[src/hw/tmon_pkg.sv]
// ============================================================
// Shared constants of the temperature monitor status block
// ============================================================
package tmon_pkg;

  // ==========================================================
  // Channel layout
  // ==========================================================
  localparam int TMON_NUM_CH = 8;     // Local channel 0, remote channels 1..7
  localparam int TMON_NUM_REMOTE = 7;
  localparam int TMON_CH_W = 3;
  localparam int TMON_DATA_W = 8;
  localparam int TMON_ADDR_W = 8;

  // ==========================================================
  // Register offsets
  // ==========================================================
  localparam logic [7:0] TMON_OFS_FAULT = 8'h46;      // remote_diode_fault_flags
  localparam logic [7:0] TMON_OFS_LOW = 8'h47;        // low_threshold_alarm_flags
  localparam logic [7:0] TMON_OFS_IDEAL_CODE = 8'h4b; // transistor_ideality_code
  localparam logic [7:0] TMON_OFS_IDEAL_SEL = 8'h4c;  // ideality_select_mask
  localparam logic [7:0] TMON_OFS_LIMIT_BASE = 8'h50; // low_limit 0x50..0x57

  // ==========================================================
  // Values after reset
  // ==========================================================
  localparam logic [7:0] TMON_FAULT_RST = 8'h00;
  localparam logic [7:0] TMON_LOW_RST = 8'h00;
  localparam logic [7:0] TMON_IDEAL_CODE_RST = 8'h09; // Code of factor 1.008
  localparam logic [7:0] TMON_IDEAL_SEL_RST = 8'h00;  // All channels on default
  localparam logic [7:0] TMON_LIMIT_RST = 8'h00;

  // ==========================================================
  // Field positions
  // ==========================================================
  localparam int TMON_FAULT_RSVD_BIT = 7;
  localparam int TMON_LOW_LOCAL_BIT = 6;
  localparam int TMON_LOW_CH7_BIT = 7;
  localparam int TMON_IDEAL_CODE_W = 5;               // Bits 7:5 are ignored

  // ==========================================================
  // Ideality factor in thousandths
  // ==========================================================
  localparam int TMON_IDEAL_W = 11;
  localparam logic [10:0] TMON_IDEAL_BASE_MILLI = 11'h3e7;    // 0.999
  localparam logic [10:0] TMON_IDEAL_DEFAULT_MILLI = 11'h3f0; // 1.008

  // ==========================================================
  // Timing
  // ==========================================================
  localparam int TMON_CONV_TIMEOUT_CYC = 4096; // Wait for conversion done

  // ==========================================================
  // Measurement sequencer states
  // ==========================================================
  typedef enum logic [1:0] {
    TMON_SEQ_CHECK,
    TMON_SEQ_START,
    TMON_SEQ_WAIT
  } tmon_seq_e;

endpackage

[src/hw/tmon_sync.sv]
`timescale 1ns/1ps
`default_nettype none

// ============================================================
// Two-stage synchroniser for pin levels
// ============================================================
module tmon_sync #(
  parameter int WIDTH = 1
) (
  input wire logic sys_clk_i,
  input wire logic rst_b_i,
  input wire logic [WIDTH-1:0] async_i,
  output logic [WIDTH-1:0] sync_o
);

  logic [WIDTH-1:0] meta_r;

  // First stage feeds only the second stage
  always_ff @(posedge sys_clk_i or negedge rst_b_i) begin
    if (!rst_b_i) begin
      meta_r <= '0;
      sync_o <= '0;
    end else begin
      meta_r <= async_i;
      sync_o <= meta_r;
    end
  end

endmodule

`default_nettype wire

[src/hw/tmon_top.sv]
`timescale 1ns/1ps
`default_nettype none

module tmon_top #(
  parameter int CONV_TIMEOUT_CYC = tmon_pkg::TMON_CONV_TIMEOUT_CYC,
  parameter int NUM_CH = tmon_pkg::TMON_NUM_CH
) (
  input wire logic sys_clk_i,
  input wire logic rst_b_i,
  // Register port
  input wire logic [7:0] reg_addr_i,
  input wire logic [7:0] reg_wdata_i,
  input wire logic reg_wr_i,
  input wire logic reg_rd_i,
  output logic [7:0] reg_rdata_o,
  // Remote diode pin detectors, bit n-1 for remote channel n
  input wire logic [6:0] remote_diode_anode_in_open_i,
  input wire logic [6:0] remote_diode_cathode_in_open_i,
  input wire logic [6:0] remote_diode_anode_in_at_supply_i,
  // Converter handshake
  output logic conv_start_o,
  output logic [2:0] conv_chan_o,
  output logic [10:0] conv_ideality_o,
  input wire logic conv_done_i,
  input wire logic [7:0] conv_temp_i,
  // Alarm level output
  output logic alert_low_o
);

  // ==========================================================
  // Elaboration checks
  // ==========================================================
  // Bit layout of both status registers is fixed to eight channels
  if (NUM_CH != tmon_pkg::TMON_NUM_CH) begin : g_bad_ch
    $error("tmon_top supports exactly eight channels");
  end
  if (CONV_TIMEOUT_CYC < 2 || CONV_TIMEOUT_CYC > 65535) begin : g_bad_to
    $error("tmon_top conversion timeout out of range");
  end
  // Read mux places the reserved zero above the seven fault bits
  if (tmon_pkg::TMON_FAULT_RSVD_BIT != 7) begin : g_bad_rsvd
    $error("tmon_top reserved fault bit must be the top bit");
  end
  // Local and channel 7 low-alarm bits must not share a position
  if (tmon_pkg::TMON_LOW_LOCAL_BIT == tmon_pkg::TMON_LOW_CH7_BIT) begin : g_bad_map
    $error("tmon_top low-alarm bit map collides");
  end
  // Ideality decode pads a five-bit code to eleven bits
  if (tmon_pkg::TMON_IDEAL_CODE_W != 5) begin : g_bad_code
    $error("tmon_top ideality code must be five bits wide");
  end

  localparam int TO_W = $clog2(CONV_TIMEOUT_CYC + 1);
  localparam logic [TO_W-1:0] TO_LAST = TO_W'(CONV_TIMEOUT_CYC - 1);

  // ==========================================================
  // Helper functions
  // ==========================================================
  // Position of a channel in the low-alarm register
  function automatic logic [2:0] low_bit_idx(input logic [2:0] ch);
    logic [2:0] idx;
    idx = 3'h0;
    if (ch == 3'h0) begin
      idx = 3'(tmon_pkg::TMON_LOW_LOCAL_BIT);
    end else if (ch == 3'h7) begin
      idx = 3'(tmon_pkg::TMON_LOW_CH7_BIT);
    end else begin
      idx = ch - 3'h1;
    end
    return idx;
  endfunction

  // Position of a remote channel in the fault register
  function automatic logic [2:0] fault_bit_idx(input logic [2:0] ch);
    return ch - 3'h1;
  endfunction

  // Linear decode of the programmed ideality code
  function automatic logic [10:0] ideal_milli(input logic [7:0] code);
    logic [10:0] step;
    step = {6'h00, code[tmon_pkg::TMON_IDEAL_CODE_W-1:0]};
    return tmon_pkg::TMON_IDEAL_BASE_MILLI + step;
  endfunction

  // ==========================================================
  // Pin synchronisation
  // ==========================================================
  logic [20:0] pins_sync;
  logic [6:0] anode_open_s;
  logic [6:0] cathode_open_s;
  logic [6:0] anode_supply_s;

  tmon_sync #(
    .WIDTH(21)
  ) u_pin_sync (
    .sys_clk_i(sys_clk_i),
    .rst_b_i(rst_b_i),
    .async_i({remote_diode_anode_in_at_supply_i,
              remote_diode_cathode_in_open_i,
              remote_diode_anode_in_open_i}),
    .sync_o(pins_sync)
  );

  assign anode_open_s = pins_sync[6:0];
  assign cathode_open_s = pins_sync[13:7];
  assign anode_supply_s = pins_sync[20:14];

  // Fault seen now on each remote channel
  wire [6:0] fault_now = (anode_open_s & cathode_open_s) | anode_supply_s;

  // ==========================================================
  // State
  // ==========================================================
  tmon_pkg::tmon_seq_e state_r;
  tmon_pkg::tmon_seq_e state_nxt;
  logic [2:0] chan_r;
  logic [TO_W-1:0] timer_r;
  logic [6:0] fault_r;
  logic [6:0] fault_nxt;
  logic [7:0] low_r;
  logic [7:0] low_nxt;
  logic [7:0] ideal_code_r;
  logic [7:0] ideal_sel_r;
  logic [7:0] limit_r [0:7];
  logic [7:0] rdata_nxt;

  // ==========================================================
  // Register decode
  // ==========================================================
  wire hit_fault = (reg_addr_i == tmon_pkg::TMON_OFS_FAULT);
  wire hit_low = (reg_addr_i == tmon_pkg::TMON_OFS_LOW);
  wire hit_code = (reg_addr_i == tmon_pkg::TMON_OFS_IDEAL_CODE);
  wire hit_sel = (reg_addr_i == tmon_pkg::TMON_OFS_IDEAL_SEL);
  wire hit_limit = (reg_addr_i[7:3] == tmon_pkg::TMON_OFS_LIMIT_BASE[7:3]);
  wire [2:0] limit_idx = reg_addr_i[2:0];

  wire low_rd_clr = reg_rd_i & hit_low;

  // ==========================================================
  // Sequencer decode
  // ==========================================================
  wire chan_remote = (chan_r != 3'h0);
  wire [2:0] chan_fidx = fault_bit_idx(chan_r);
  wire [2:0] chan_lidx = low_bit_idx(chan_r);
  wire chan_faulted = chan_remote & fault_now[chan_fidx];
  wire [2:0] chan_next = chan_r + 3'h1;
  wire timed_out = (timer_r == TO_LAST);
  wire in_check = (state_r == tmon_pkg::TMON_SEQ_CHECK);
  wire in_start = (state_r == tmon_pkg::TMON_SEQ_START);
  wire in_wait = (state_r == tmon_pkg::TMON_SEQ_WAIT);
  wire conv_end = in_wait & conv_done_i;
  wire skip_chan = in_check & chan_faulted;
  wire temp_below = (conv_temp_i < limit_r[chan_r]);

  // Ideality used by the channel about to be converted
  wire [10:0] ideal_pick = ideal_sel_r[chan_r] ? ideal_milli(ideal_code_r)
                                               : tmon_pkg::TMON_IDEAL_DEFAULT_MILLI;

  // Sequencer next state; a hung converter is abandoned after the timeout
  always_comb begin
    state_nxt = state_r;
    case (state_r)
      tmon_pkg::TMON_SEQ_CHECK: begin
        if (!chan_faulted) begin
          state_nxt = tmon_pkg::TMON_SEQ_START;
        end
      end
      tmon_pkg::TMON_SEQ_START: begin
        state_nxt = tmon_pkg::TMON_SEQ_WAIT;
      end
      tmon_pkg::TMON_SEQ_WAIT: begin
        if (conv_done_i || timed_out) begin
          state_nxt = tmon_pkg::TMON_SEQ_CHECK;
        end
      end
      default: begin
        state_nxt = tmon_pkg::TMON_SEQ_CHECK;
      end
    endcase
  end

  // ==========================================================
  // Status flag next values
  // ==========================================================
  // Fault bit: set on skip, re-evaluated at the end of a conversion
  // A fault that appears mid-conversion is caught when that conversion ends
  always_comb begin
    fault_nxt = fault_r;
    if (skip_chan) begin
      fault_nxt[chan_fidx] = 1'b1;
    end else if (conv_end && chan_remote) begin
      fault_nxt[chan_fidx] = fault_now[chan_fidx];
    end
  end

  // Low alarm: read clears, a set in the same cycle wins
  always_comb begin
    low_nxt = low_rd_clr ? 8'h00 : low_r;
    if (conv_end && temp_below) begin
      low_nxt[chan_lidx] = 1'b1;
    end
  end

  // ==========================================================
  // Read data mux
  // ==========================================================
  // Unmapped addresses read as zero
  always_comb begin
    rdata_nxt = 8'h00;
    if (hit_fault) begin
      rdata_nxt = {1'b0, fault_r};
    end else if (hit_low) begin
      rdata_nxt = low_r;
    end else if (hit_code) begin
      rdata_nxt = ideal_code_r;
    end else if (hit_sel) begin
      rdata_nxt = ideal_sel_r;
    end else if (hit_limit) begin
      rdata_nxt = limit_r[limit_idx];
    end
  end

  // ==========================================================
  // Sequencer registers
  // ==========================================================
  // Channel advances after a skip, a finished or an abandoned conversion
  // An abandoned channel keeps its old flags: a hung converter proves nothing
  always_ff @(posedge sys_clk_i or negedge rst_b_i) begin
    if (!rst_b_i) begin
      state_r <= tmon_pkg::TMON_SEQ_CHECK;
      chan_r <= 3'h0;
    end else begin
      state_r <= state_nxt;
      if (skip_chan || conv_end || (in_wait && timed_out)) begin
        chan_r <= chan_next;
      end
    end
  end

  // Conversion watchdog
  // Limitation: a converter slower than the timeout never reports a result
  always_ff @(posedge sys_clk_i or negedge rst_b_i) begin
    if (!rst_b_i) begin
      timer_r <= '0;
    end else if (in_wait) begin
      timer_r <= timer_r + TO_W'(1);
    end else begin
      timer_r <= '0;
    end
  end

  // Start pulse with channel and ideality frozen for the whole conversion
  always_ff @(posedge sys_clk_i or negedge rst_b_i) begin
    if (!rst_b_i) begin
      conv_start_o <= 1'b0;
      conv_chan_o <= 3'h0;
      conv_ideality_o <= tmon_pkg::TMON_IDEAL_DEFAULT_MILLI;
    end else begin
      conv_start_o <= in_start;
      if (in_start) begin
        conv_chan_o <= chan_r;
        conv_ideality_o <= ideal_pick;
      end
    end
  end

  // ==========================================================
  // Status registers
  // ==========================================================
  // Alarm output is registered from the next flag value so it tracks them
  // Taking the next value avoids a cycle of lag behind the flags themselves
  always_ff @(posedge sys_clk_i or negedge rst_b_i) begin
    if (!rst_b_i) begin
      fault_r <= tmon_pkg::TMON_FAULT_RST[6:0];
      low_r <= tmon_pkg::TMON_LOW_RST;
      alert_low_o <= 1'b0;
    end else begin
      fault_r <= fault_nxt;
      low_r <= low_nxt;
      alert_low_o <= |low_nxt;
    end
  end

  // ==========================================================
  // Configuration registers
  // ==========================================================
  // Writes only land here; the sequencer samples them at the next start
  always_ff @(posedge sys_clk_i or negedge rst_b_i) begin
    if (!rst_b_i) begin
      ideal_code_r <= tmon_pkg::TMON_IDEAL_CODE_RST;
      ideal_sel_r <= tmon_pkg::TMON_IDEAL_SEL_RST;
    end else if (reg_wr_i) begin
      if (hit_code) begin
        ideal_code_r <= reg_wdata_i;
      end
      if (hit_sel) begin
        ideal_sel_r <= reg_wdata_i;
      end
    end
  end

  // Low limits, one per channel
  always_ff @(posedge sys_clk_i or negedge rst_b_i) begin
    if (!rst_b_i) begin
      for (int i = 0; i < 8; i++) begin
        limit_r[i] <= tmon_pkg::TMON_LIMIT_RST;
      end
    end else if (reg_wr_i && hit_limit) begin
      limit_r[limit_idx] <= reg_wdata_i;
    end
  end

  // Read data valid the cycle after the read strobe only
  // Returning zero otherwise keeps stale flags off the bus
  always_ff @(posedge sys_clk_i or negedge rst_b_i) begin
    if (!rst_b_i) begin
      reg_rdata_o <= 8'h00;
    end else if (reg_rd_i) begin
      reg_rdata_o <= rdata_nxt;
    end else begin
      reg_rdata_o <= 8'h00;
    end
  end

endmodule

`default_nettype wire

[config.mk]
export PLATFORM = sky130hd
export DESIGN_NAME = tmon_top
export DESIGN_NICKNAME = d
export VERILOG_FILES = /design/src/hw/tmon_pkg.sv /design/src/hw/tmon_sync.sv /design/src/hw/tmon_top.sv
export SDC_FILE = /design/constraint.sdc
export NUM_CORES = 1
export LEC_CHECK = 0
export ABC_AREA = 0
export BUFFER_PORTS_ARGS = -buffer_cell sky130_fd_sc_hd__buf_4
export CAP_MARGIN = 30
export CORE_MARGIN = 2
export CORE_UTILIZATION = 40
export CTS_CLUSTER_DIAMETER = 100
export DETAILED_ROUTE_END_ITERATION = 16
export HOLD_SLACK_MARGIN = 0.08
export PLACE_DENSITY = 0.68
export REMOVE_ABC_BUFFERS = 1
export SYNTH_ARGS = -nofsm -noshare
export SYNTH_HDL_FRONTEND = slang
export SYNTH_HIERARCHICAL = 1
export SYNTH_SLANG_ARGS = --single-unit
[constraint.sdc]
create_clock -name sys_clk_i -period 3.4 [get_ports sys_clk_i]
set_input_delay 1.02 -clock sys_clk_i [delete_from_list [all_inputs] [get_ports sys_clk_i]]
set_output_delay 1.02 -clock sys_clk_i [all_outputs]
set_load 0.1 [all_outputs]
# --- Word level (Yosys, flattened, before mapping) ---
# Cells that the tools add are included.
classes:
  add_sub_neg: 4
  magnitude_cmp: 9
  eq_ne: 11
  mux: 35
  bitwise: 10
  reduce_logical: 18
ops:
  columns: ["operator", "n"]
  rows:
  - ["2-to-1 mux 8 bit", 13]
  - ["bitwise mux 64 bit", 1]
  - ["binary-select mux 8 bit (select 3 bit)", 2]
  - ["== test 8 x 7 -> 1 bit, second input constant", 4]
  - ["demux 8 bit (select 3 bit)", 1]
  - ["2-to-1 mux 7 bit", 2]
  - ["OR 7 bit", 2]
  - ["adder 13 x 1 -> 13 bit, second input constant", 1]
  - ["== test 13 x 12 -> 1 bit, second input constant", 1]
  - ["2-to-1 mux 13 bit", 1]
  - ["less-than comparator 3 x 4 -> 1 bit, second input constant", 3]
  - ["adder 10 x 5 -> 11 bit, first input constant", 1]
  - ["2-to-1 mux 11 bit", 1]
  - [">= comparator 4 bit, second input constant", 2]
  - ["less-than comparator 8 bit", 1]
  - ["inverter 3 -> 4 bit", 2]
  - ["OR 8 bit", 1]
  - ["OR reduction 8 bit", 1]
  - ["bitwise AND 7 bit", 1]
  - ["bitwise mux 7 bit", 1]
  - ["logical AND 1 bit", 7]
  - ["binary-select mux 1 bit (select 3 bit)", 2]
  - ["demux 1 bit (select 3 bit)", 2]
  - [">= comparator 3 x 1 -> 1 bit, second input constant", 2]
  - ["other kinds (20)", 32]
word_totals:
  regBits: 179
  input_bits: 50
  out_inout_bits: 24
  elab_cells: 109

# --- Logic depth before layout (Yosys ltp) ---
# Gate-level depths: netlist of run 1.
depth:
  depth_word: 10
  mapped_depth: 11
  ltp_nobuf: 8

# --- By module ---
# The synthesis of run 1 kept the hierarchy.
by_module_without_submodules:
  columns: ["module", "n_inst", "cells_per_inst", "area_per_inst_um2", "seq_area_each_um2"]
  rows:
  - ["tmon_top", 1, 589, 7101.8, 3412.0]
  - ["tmon_sync", 1, 42, 1051.0, 1051.0]

# --- Least setup slack after synthesis of run 1 ---
# Ideal clock, no wire load.
synth_timing:
  kind: "reg2reg"
  start: "reg chan_r[0]"
  end: "reg low_r[7]"
  setup_time_ns: 0.110
  arrival_ns: 2.862
  required_ns: 3.290
  path_slack_ns: 0.428
  path_stages_with_launch: 12
  path_buffers: 3
  period_less_slack_ns: 2.972
  path_cell_list: "dfrtp_1 -> buf_2 -> buf_4 -> buf_2 -> mux4_2 -> mux2i_1 -> ha_1 -> a21o_1 -> a21o_1 -> a211oi_1 -> o31ai_2 -> o41ai_1"
synth_via:
  elab_chain_len: 9
  word_cells_on_any_way: 18
  cone_classes: "add/sub: 1; order compare: 3; eq/ne: 1; mux: 8; bitwise: 2; reduce/logical: 3"
synth_rtl:
  columns: ["element", "line", "source"]
  rows:
  - ["from (decl)", "tmon_top.sv:116", "logic [2:0] chan_r;"]
  - ["from (signal assigned)", "tmon_top.sv:235", "chan_r <= chan_next;"]
  - ["subtractor 3 x 1 -> 3 bit or == test 3 bit (tied branches)", "tmon_top.sv:68, tmon_top.sv:65", null]
  - ["2-to-1 mux 3 bit", "tmon_top.sv:65", "end else if (ch == 3'h7) begin"]
  - ["2-to-1 mux 3 bit", "tmon_top.sv:63", "if (ch == 3'h0) begin"]
  - ["less-than comparator 3 x 4 -> 1 bit (not written as such) or >= comparator 3 x 1 -> 1 bit (tied branches)", "tmon_top.sv:200", "low_nxt[chan_lidx] = 1'b1;"]
  - ["logical AND 1 bit (not written as such)", "tmon_top.sv:200", null]
  - ["2-to-1 mux 1 bit (not written as such)", "tmon_top.sv:200", null]
  - ["demux 1 bit (select 3 bit)", "tmon_top.sv:200", null]
  - ["OR 8 bit (no line)", null, null]
  - ["2-to-1 mux 8 bit (*)", "tmon_top.sv:199", "if (conv_end && temp_below) begin"]
  - ["named net low_nxt[7]", "tmon_top.sv:121", "logic [7:0] low_nxt;"]
  - ["to (signal assigned)", "tmon_top.sv:275", "low_r <= tmon_pkg::TMON_LOW_RST;"]
  - ["to (signal assigned)", "tmon_top.sv:279", "low_r <= low_nxt;"]
  - ["to (decl)", "tmon_top.sv:120", "logic [7:0] low_r;"]
# Mark *: on every way through the listed nets, which the timed path passes. The rest lies on a longest branch. The select of a mux whose other input is x is not followed.
# A chain may end at the register's enable or synchronous reset.

# --- Worst setup path after layout of run 1 ---
# Ends and elaborated chain as after synthesis.

==> impl_metrics.env, run 1 <==
export IMPL_firstDrtPassIters=5
export IMPL_cp_end_kind="flip-flop"
export IMPL_hold_depth=0
export IMPL_io_buffers=73
export IMPL_synth_area_um2=8153
export IMPL_worst_pin_slew_ns=0.8057
export IMPL_postRouteAntennaNets=0
export IMPL_overflow=0
export IMPL_cts_buffers_inserted=17
export IMPL_cts_sinks=178
export IMPL_clk_pin_slew_worst_paths_ns=0.07
export IMPL_leakage_nw=4.376
export IMPL_grt_pass1_wl_mm=31.46
export IMPL_synthFlopType="dfrtp_1"
export IMPL_drc=0
export IMPL_yosys_warnings=6
export IMPL_critPathKind="reg2reg"
export IMPL_cts_resized=0
export IMPL_antenna_found_initial=0
export IMPL_die_w_um=146.8
export IMPL_outcome="complete, no violations"
export IMPL_fin_worst_skew_ns=0.008963
export IMPL_final_common_cell="dfrtp_1"
export IMPL_clockRootBuffer="clkbuf_16"
export IMPL_synth_area_top_cells="dfrtp_1, mux2_2, mux4_2, dfstp_2, nand2_1"
export IMPL_fillers=1738
export IMPL_core_um2=20100
export IMPL_stdcell_area_um2=9607
export IMPL_synth_edf_count=0
export IMPL_layout_common_cells="dfrtp_1, mux2_2, buf_4, nand2_1, o21ai_0"
export IMPL_hold_buffers=0
export IMPL_dp_slack_ns=0.2502
export IMPL_place_gp_congestion=0.8686
export IMPL_drive_gt1_frac=0.3520
export IMPL_postLayoutCoreUtil=0.4778
export IMPL_cts_tree="done"
export IMPL_cp_arrival_ns=3.35
export IMPL_start_util=0.4055
export IMPL_fin_cells=986
export IMPL_fin_ws_ns=0.3724
export IMPL_fmax_mhz=330.3
export IMPL_place_hpwl_mm=13.42
export IMPL_grt_total_usage=0.1872
export IMPL_drt_wl_total_mm=18.95
export IMPL_crit_fanout=14
export IMPL_cts_htree_levels=4
export IMPL_insertion_delay_ns=0.44
export IMPL_relSlewSlack=0.4596
export IMPL_cellPowerDensity_nw_per_um2=667.9
export IMPL_rows=52
export IMPL_io_pins=74
export IMPL_yosysTopAreaCell="dfrtp_1"
export IMPL_cts_path_max_buffers=2
export IMPL_grt_pass1_vias=5822
export IMPL_r2r_cells=9
export IMPL_die_height_um=146.8
export IMPL_yosysTopAreaCellShare=0.5249
export IMPL_ys_async_sr_fraction=1.000
export IMPL_ys_seq_elements=178
export IMPL_synthCells=631
export IMPL_period_share=0.8905
export IMPL_min_period_ns=3.028
export IMPL_hp_class="reg2reg"
export IMPL_grt_max_degree=67
export IMPL_dp_cells=955
export IMPL_rsz0062_at_grt="no"
export IMPL_irDropWorstVdd_v=0.0003871
export IMPL_vias=5497
export IMPL_hold_viol_final=0
export IMPL_cts_setup_buffers=0
export IMPL_syn_to_final_growth_pct=17.83
export IMPL_dieArea_um2=21540
export IMPL_finalMaxSlewViolations=0
export IMPL_dpl_cell_area_um2=9032
export IMPL_drt_iter0_markers=429
export IMPL_diodes=0
export IMPL_synth_avg_cell_area_um2=12.92
export IMPL_layout_nets=768
export IMPL_maxCapViolCount=0
export IMPL_synth_distinct_cells=59
export IMPL_required_ns=3.72
export IMPL_viasPerCell=5.575
export IMPL_wl_per_cell_um=19.22
export IMPL_synth_yosys_seq_area_share=0.5474
export IMPL_setup_violations=0
export IMPL_critPathLaunchType="flip-flop"
==> flip-flops by register name, indices dropped and copies added, names as in the netlist, 7 cells and up <==
| register | flops |
|---|---|
| conv_ideality_o | 10 |
| fault_r | 7 |
| ideal_code_r | 8 |
| ideal_sel_r | 8 |
| limit_r | 64 |
| low_r | 8 |
| reg_rdata_o | 8 |
| timer_r | 13 |
| u_pin_sync/meta_r | 21 |
| u_pin_sync/sync_o | 21 |
==> power by group <==
part	switching (mW)	total (mW)	internal (mW)	leakage, nW
combinational	1.24	1.98	0.738	1.81
sequential	0.200	2.55	2.35	2.29
clock	0.918	1.89	0.973	0.276
==> cell usage after synthesis (all sizes together), types with 4 or more instances <==
library cell,number
clkbuf,12
a21oi,21
nor2,25
dfstp,7
nand2,54
and2,4
dfrtp,171
xnor2,5
o31ai,12
nand3,13
xor2,8
mux4,24
ha,14
nor4,4
a22o,6
nor2b,6
inv,10
nor3,9
or3,4
nand2b,8
a222oi,6
buf,21
o21ai,28
mux2i,14
o21a,9
mux2,88
a22oi,5
a211oi,7
==> final timing paths <==
path | to | slack, ns | startpoint
max | low_r[7] | 0.37 | chan_r[0]
min reg2reg | u_pin_sync/sync_o[9] | 0.35 | u_pin_sync/meta_r[9]
min | u_pin_sync/sync_o[9] | 0.35 | u_pin_sync/meta_r[9]
min in group asynchronous | limit_r[49] | 0.59 | rst_b_i
max in group asynchronous | ideal_code_r[3] | 2.03 | rst_b_i
max reg2reg | low_r[7] | 0.37 | chan_r[0]
==> kinds of logic (layout without fill, tap and decap cells) <==
kind of cell | count (synthesis) | count (layout) | synth area share
AO/OA/AOI/OAI | 117 | 117 | 0.1005
buffers and inverters | 45 | 130 | 0.02425
flip-flops | 178 | 178 | 0.5474
AND/OR/NAND/NOR | 138 | 138 | 0.08640
XOR/XNOR | 13 | 13 | 0.01489
multiplexers | 126 | 126 | 0.2050
adder cells (fa/ha/maj) | 14 | 14 | 0.02149
==> metrics by stage <==
step / TNS, ns / power [mW] / hold WS [ns]
final: 0 / 6.417 / 0.3523
after global routing: 0 / 6.764 / 0.3602
after CTS: 0 / 6.456 / 0.3540
after detailed placement: 0 / 4.564 / 0.3371
after global placement: 0 / 4.521 / 0.3360
after floorplan: -0.002005 / 3.855 / 0.3312
==> per-layer routing <==
layer / up-vias / routed length (µm) / track usage
met3: 36 / 1083 / 0.04627
met5: - / 0 / 0
met2: 182 / 8973 / 0.2901
met1: 2799 / 8352 / 0.2520
met4: 0 / 536 / 0.08155
li1: 2480 / - / -
==> final cells by class <==
type | count | area [µm²] | share of cell area
Multi-Input combinational cell | 408 | 3492 | 0.3635
Sequential cell | 178 | 4463 | 0.4646
Timing Repair Buffer | 87 | 694.4 | 0.07228
Clock inverter | 14 | 148.9 | 0.01550
Clock buffer | 17 | 425.4 | 0.04428
Tap cell | 270 | 337.8 | 0.03517
Inverter | 12 | 45.04 | 0.004689
==> worst max-delay path, stage by stage, from the launching register on <==
cell and delay [ns]:
dfrtp_1 0.35, buf_4 0.26, mux4_2 0.55, mux2i_1 0.20, ha_1 0.28, a2111oi_0 0.47
buf_4 0.20, o211a_1 0.15, o31ai_2 0.16, o41ai_1 0.31
Note: power is estimated with default switching activity, not from simulation.
==> run 2: changes to the inputs <==
--- a/config.mk
+++ b/config.mk
@@ -8,9 +8,9 @@
 export ABC_AREA = 0
 export BUFFER_PORTS_ARGS = -buffer_cell sky130_fd_sc_hd__buf_4
 export CAP_MARGIN = 30
+export CORE_ASPECT_RATIO = 0.7
 export CORE_MARGIN = 2
 export CORE_UTILIZATION = 40
-export CTS_CLUSTER_DIAMETER = 100
 export DETAILED_ROUTE_END_ITERATION = 16
 export HOLD_SLACK_MARGIN = 0.08
 export PLACE_DENSITY = 0.68
==> run 2 against run 1 <==
Combinational power fell by 3%; worst setup slack got worse by 0.17 ns; register-to-register slack got worse by 0.17 ns; non-clock buffer count rose by 3; wire length rose by 5.4%; sequential power rose by 2%; worst hold slack improved by 0.0027 ns; die area barely moved; final cell count rose by 0.41%; highest routed layer unchanged.
==> impl_metrics.env, run 2 (synthesis gave the netlist of run 1 again) <==
export IMPL_reg_top3="limit_r x64, u_pin_sync/meta_r x21, u_pin_sync/sync_o x21"
export IMPL_die_w_um=174.6
export IMPL_wl_per_cell_um=20.17
export IMPL_drt_wl_total_mm=19.97
export IMPL_stdcell_area_um2=9625
export IMPL_cts_resized=0
export IMPL_regMostFlops="limit_r"
export IMPL_worst_pin_slew_ns=0.7794
export IMPL_crit_start="chan_r[1]"
export IMPL_maxCapViolCount=0
export IMPL_fin_cells=990
export IMPL_firstDrtPassIters=7
export IMPL_critPathMaxStageDelay_ns=0.80
export IMPL_layout_nets=771
export IMPL_start_util=0.4096
export IMPL_required_ns=3.66
export IMPL_leakage_nw=4.399
export IMPL_p_sw_frac=0.3729
export IMPL_finalMaxSlewViolations=0
export IMPL_die_height_um=123.4
export IMPL_min_from="u_pin_sync/meta_r[0]"
export IMPL_cts_tree="done"
export IMPL_hp_class="reg2reg"
export IMPL_postRouteAntennaNets=0
export IMPL_fin_worst_skew_ns=0.009314
export IMPL_relSlewSlack=0.4773
export IMPL_drc=0
export IMPL_rr_startpoint="chan_r[1]"
export IMPL_setup_tns_ns=0
export IMPL_internal_power_mw=4.046
export IMPL_crit_fanout=14
export IMPL_clk_pin_slew_worst_paths_ns=0.08
export IMPL_fillers=1778
export IMPL_hold_viol_final=0
export IMPL_irDropWorstVdd_v=0.0003396
export IMPL_cp_slowest_cell="dfrtp_1"
export IMPL_syn_to_final_growth_pct=18.06
export IMPL_p_sw_mw=2.406
export IMPL_final_common_cell="dfrtp_1"
export IMPL_cellPowerDensity_nw_per_um2=670.4
export IMPL_drt_iter0_markers=565
export IMPL_fmax_mhz=312.5
export IMPL_place_hpwl_mm=14.50
export IMPL_core_um2=19910
export IMPL_min_period_ns=3.200
export IMPL_cp_arrival_ns=3.46
export IMPL_outcome="complete, no violations"
export IMPL_io_buffers=73
export IMPL_grt_total_usage=0.1944
export IMPL_viasPerCell=5.595
export IMPL_postLayoutCoreUtil=0.4835
export IMPL_diodes=0
export IMPL_critPathBufInv=0
export IMPL_setup_violations=0
export IMPL_grt_max_degree=68
export IMPL_insertion_delay_ns=0.43
export IMPL_crit_chain="mux4_2 > mux2i_1 > ha_1 > nand2b_1 > a21oi_1 > o31ai_2 > o21ai_0"
export IMPL_crit_family="compound AO/OA/AOI/OAI gates"
export IMPL_rsz0062_at_grt="no"
export IMPL_cts_sinks=178
export IMPL_drive_gt1_frac=0.3542
export IMPL_dpl_cell_area_um2=9042
export IMPL_critPathLaunchType="flip-flop"
export IMPL_dp_cells=958
export IMPL_cts_htree_levels=4
export IMPL_layout_common_cells="dfrtp_1, buf_4, mux2_2, nand2_1, o21ai_0"
export IMPL_dieArea_um2=21560
export IMPL_io_pins=74
export IMPL_power_frac_comb=0.300
export IMPL_rows=43
export IMPL_grt_pass1_wl_mm=31.69
export IMPL_p_seq_frac=0.401
export IMPL_vias=5539
export IMPL_overflow=0
export IMPL_place_gp_congestion=0.9100
export IMPL_cts_setup_buffers=0
export IMPL_grt_pass1_vias=5646
export IMPL_period_share=0.9413
export IMPL_critPathKind="reg2reg"
export IMPL_antenna_found_initial=0
export IMPL_largest_register_ffs=64
export IMPL_clockRootBuffer="clkbuf_16"
export IMPL_cts_buffers_inserted=17
export IMPL_cts_path_max_buffers=2
export IMPL_clkPwrFrac=0.299
export IMPL_hold_buffers=0
export IMPL_cp_end_kind="flip-flop"
## run 2: per-stage QoR
stage / setup slack (ns) / total power, mW / hold WS (ns)
finish: 0.1996 / 6.453 / 0.3549
floorplan: -0.002005 / 3.855 / 0.3312
global route: 0.06712 / 6.770 / 0.3621
detailed placement: 0.3013 / 4.546 / 0.3355
global placement: 0.3204 / 4.492 / 0.3375
CTS: 0.2753 / 6.487 / 0.3529
## run 2: area by class of cell
type | count | area (µm²) | share of cell area
repair buffers | 90 | 704.4 | 0.07318
clock buffers | 18 | 429.2 | 0.04459
well taps | 270 | 337.8 | 0.03510
inverters | 12 | 45.04 | 0.004680
multi-input cells | 408 | 3492 | 0.3628
clock inverters | 14 | 153.9 | 0.01599
flip-flops and latches | 178 | 4463 | 0.4637
## run 2: worst paths after layout
check / end / slack (ns) / cells past startpoint
min in group asynchronous: limit_r[37] / 0.56 / 1
max in group asynchronous: conv_ideality_o[8] / 2.02 / 2
setup / recovery: low_r[4] / 0.20 / 7
setup reg to reg: low_r[4] / 0.20 / 7
hold reg to reg: u_pin_sync/sync_o[0] / 0.35 / 0
hold / removal: u_pin_sync/sync_o[0] / 0.35 / 0
## run 2: metal layers
layer  up-vias  routed length [µm]  GRT usage  part of all wire
met2       235                8807     0.2850              0.44
met3        21                1738    0.04951             0.087
li1       2486                   -          -                 -
met4         0                 298    0.05677             0.015
met5         -                   0          0                 0
met1      2797                9120     0.2858              0.46
## run 2: power by group through the flow
stage,clock (mW),sequential [mW],combinational [mW]
floorplan,0,2.93,0.930
global placement,0,2.61,1.88
detailed placement,0,2.62,1.92
CTS,1.97,2.58,1.94
global route,2.06,2.61,2.10
finish,1.93,2.59,1.93
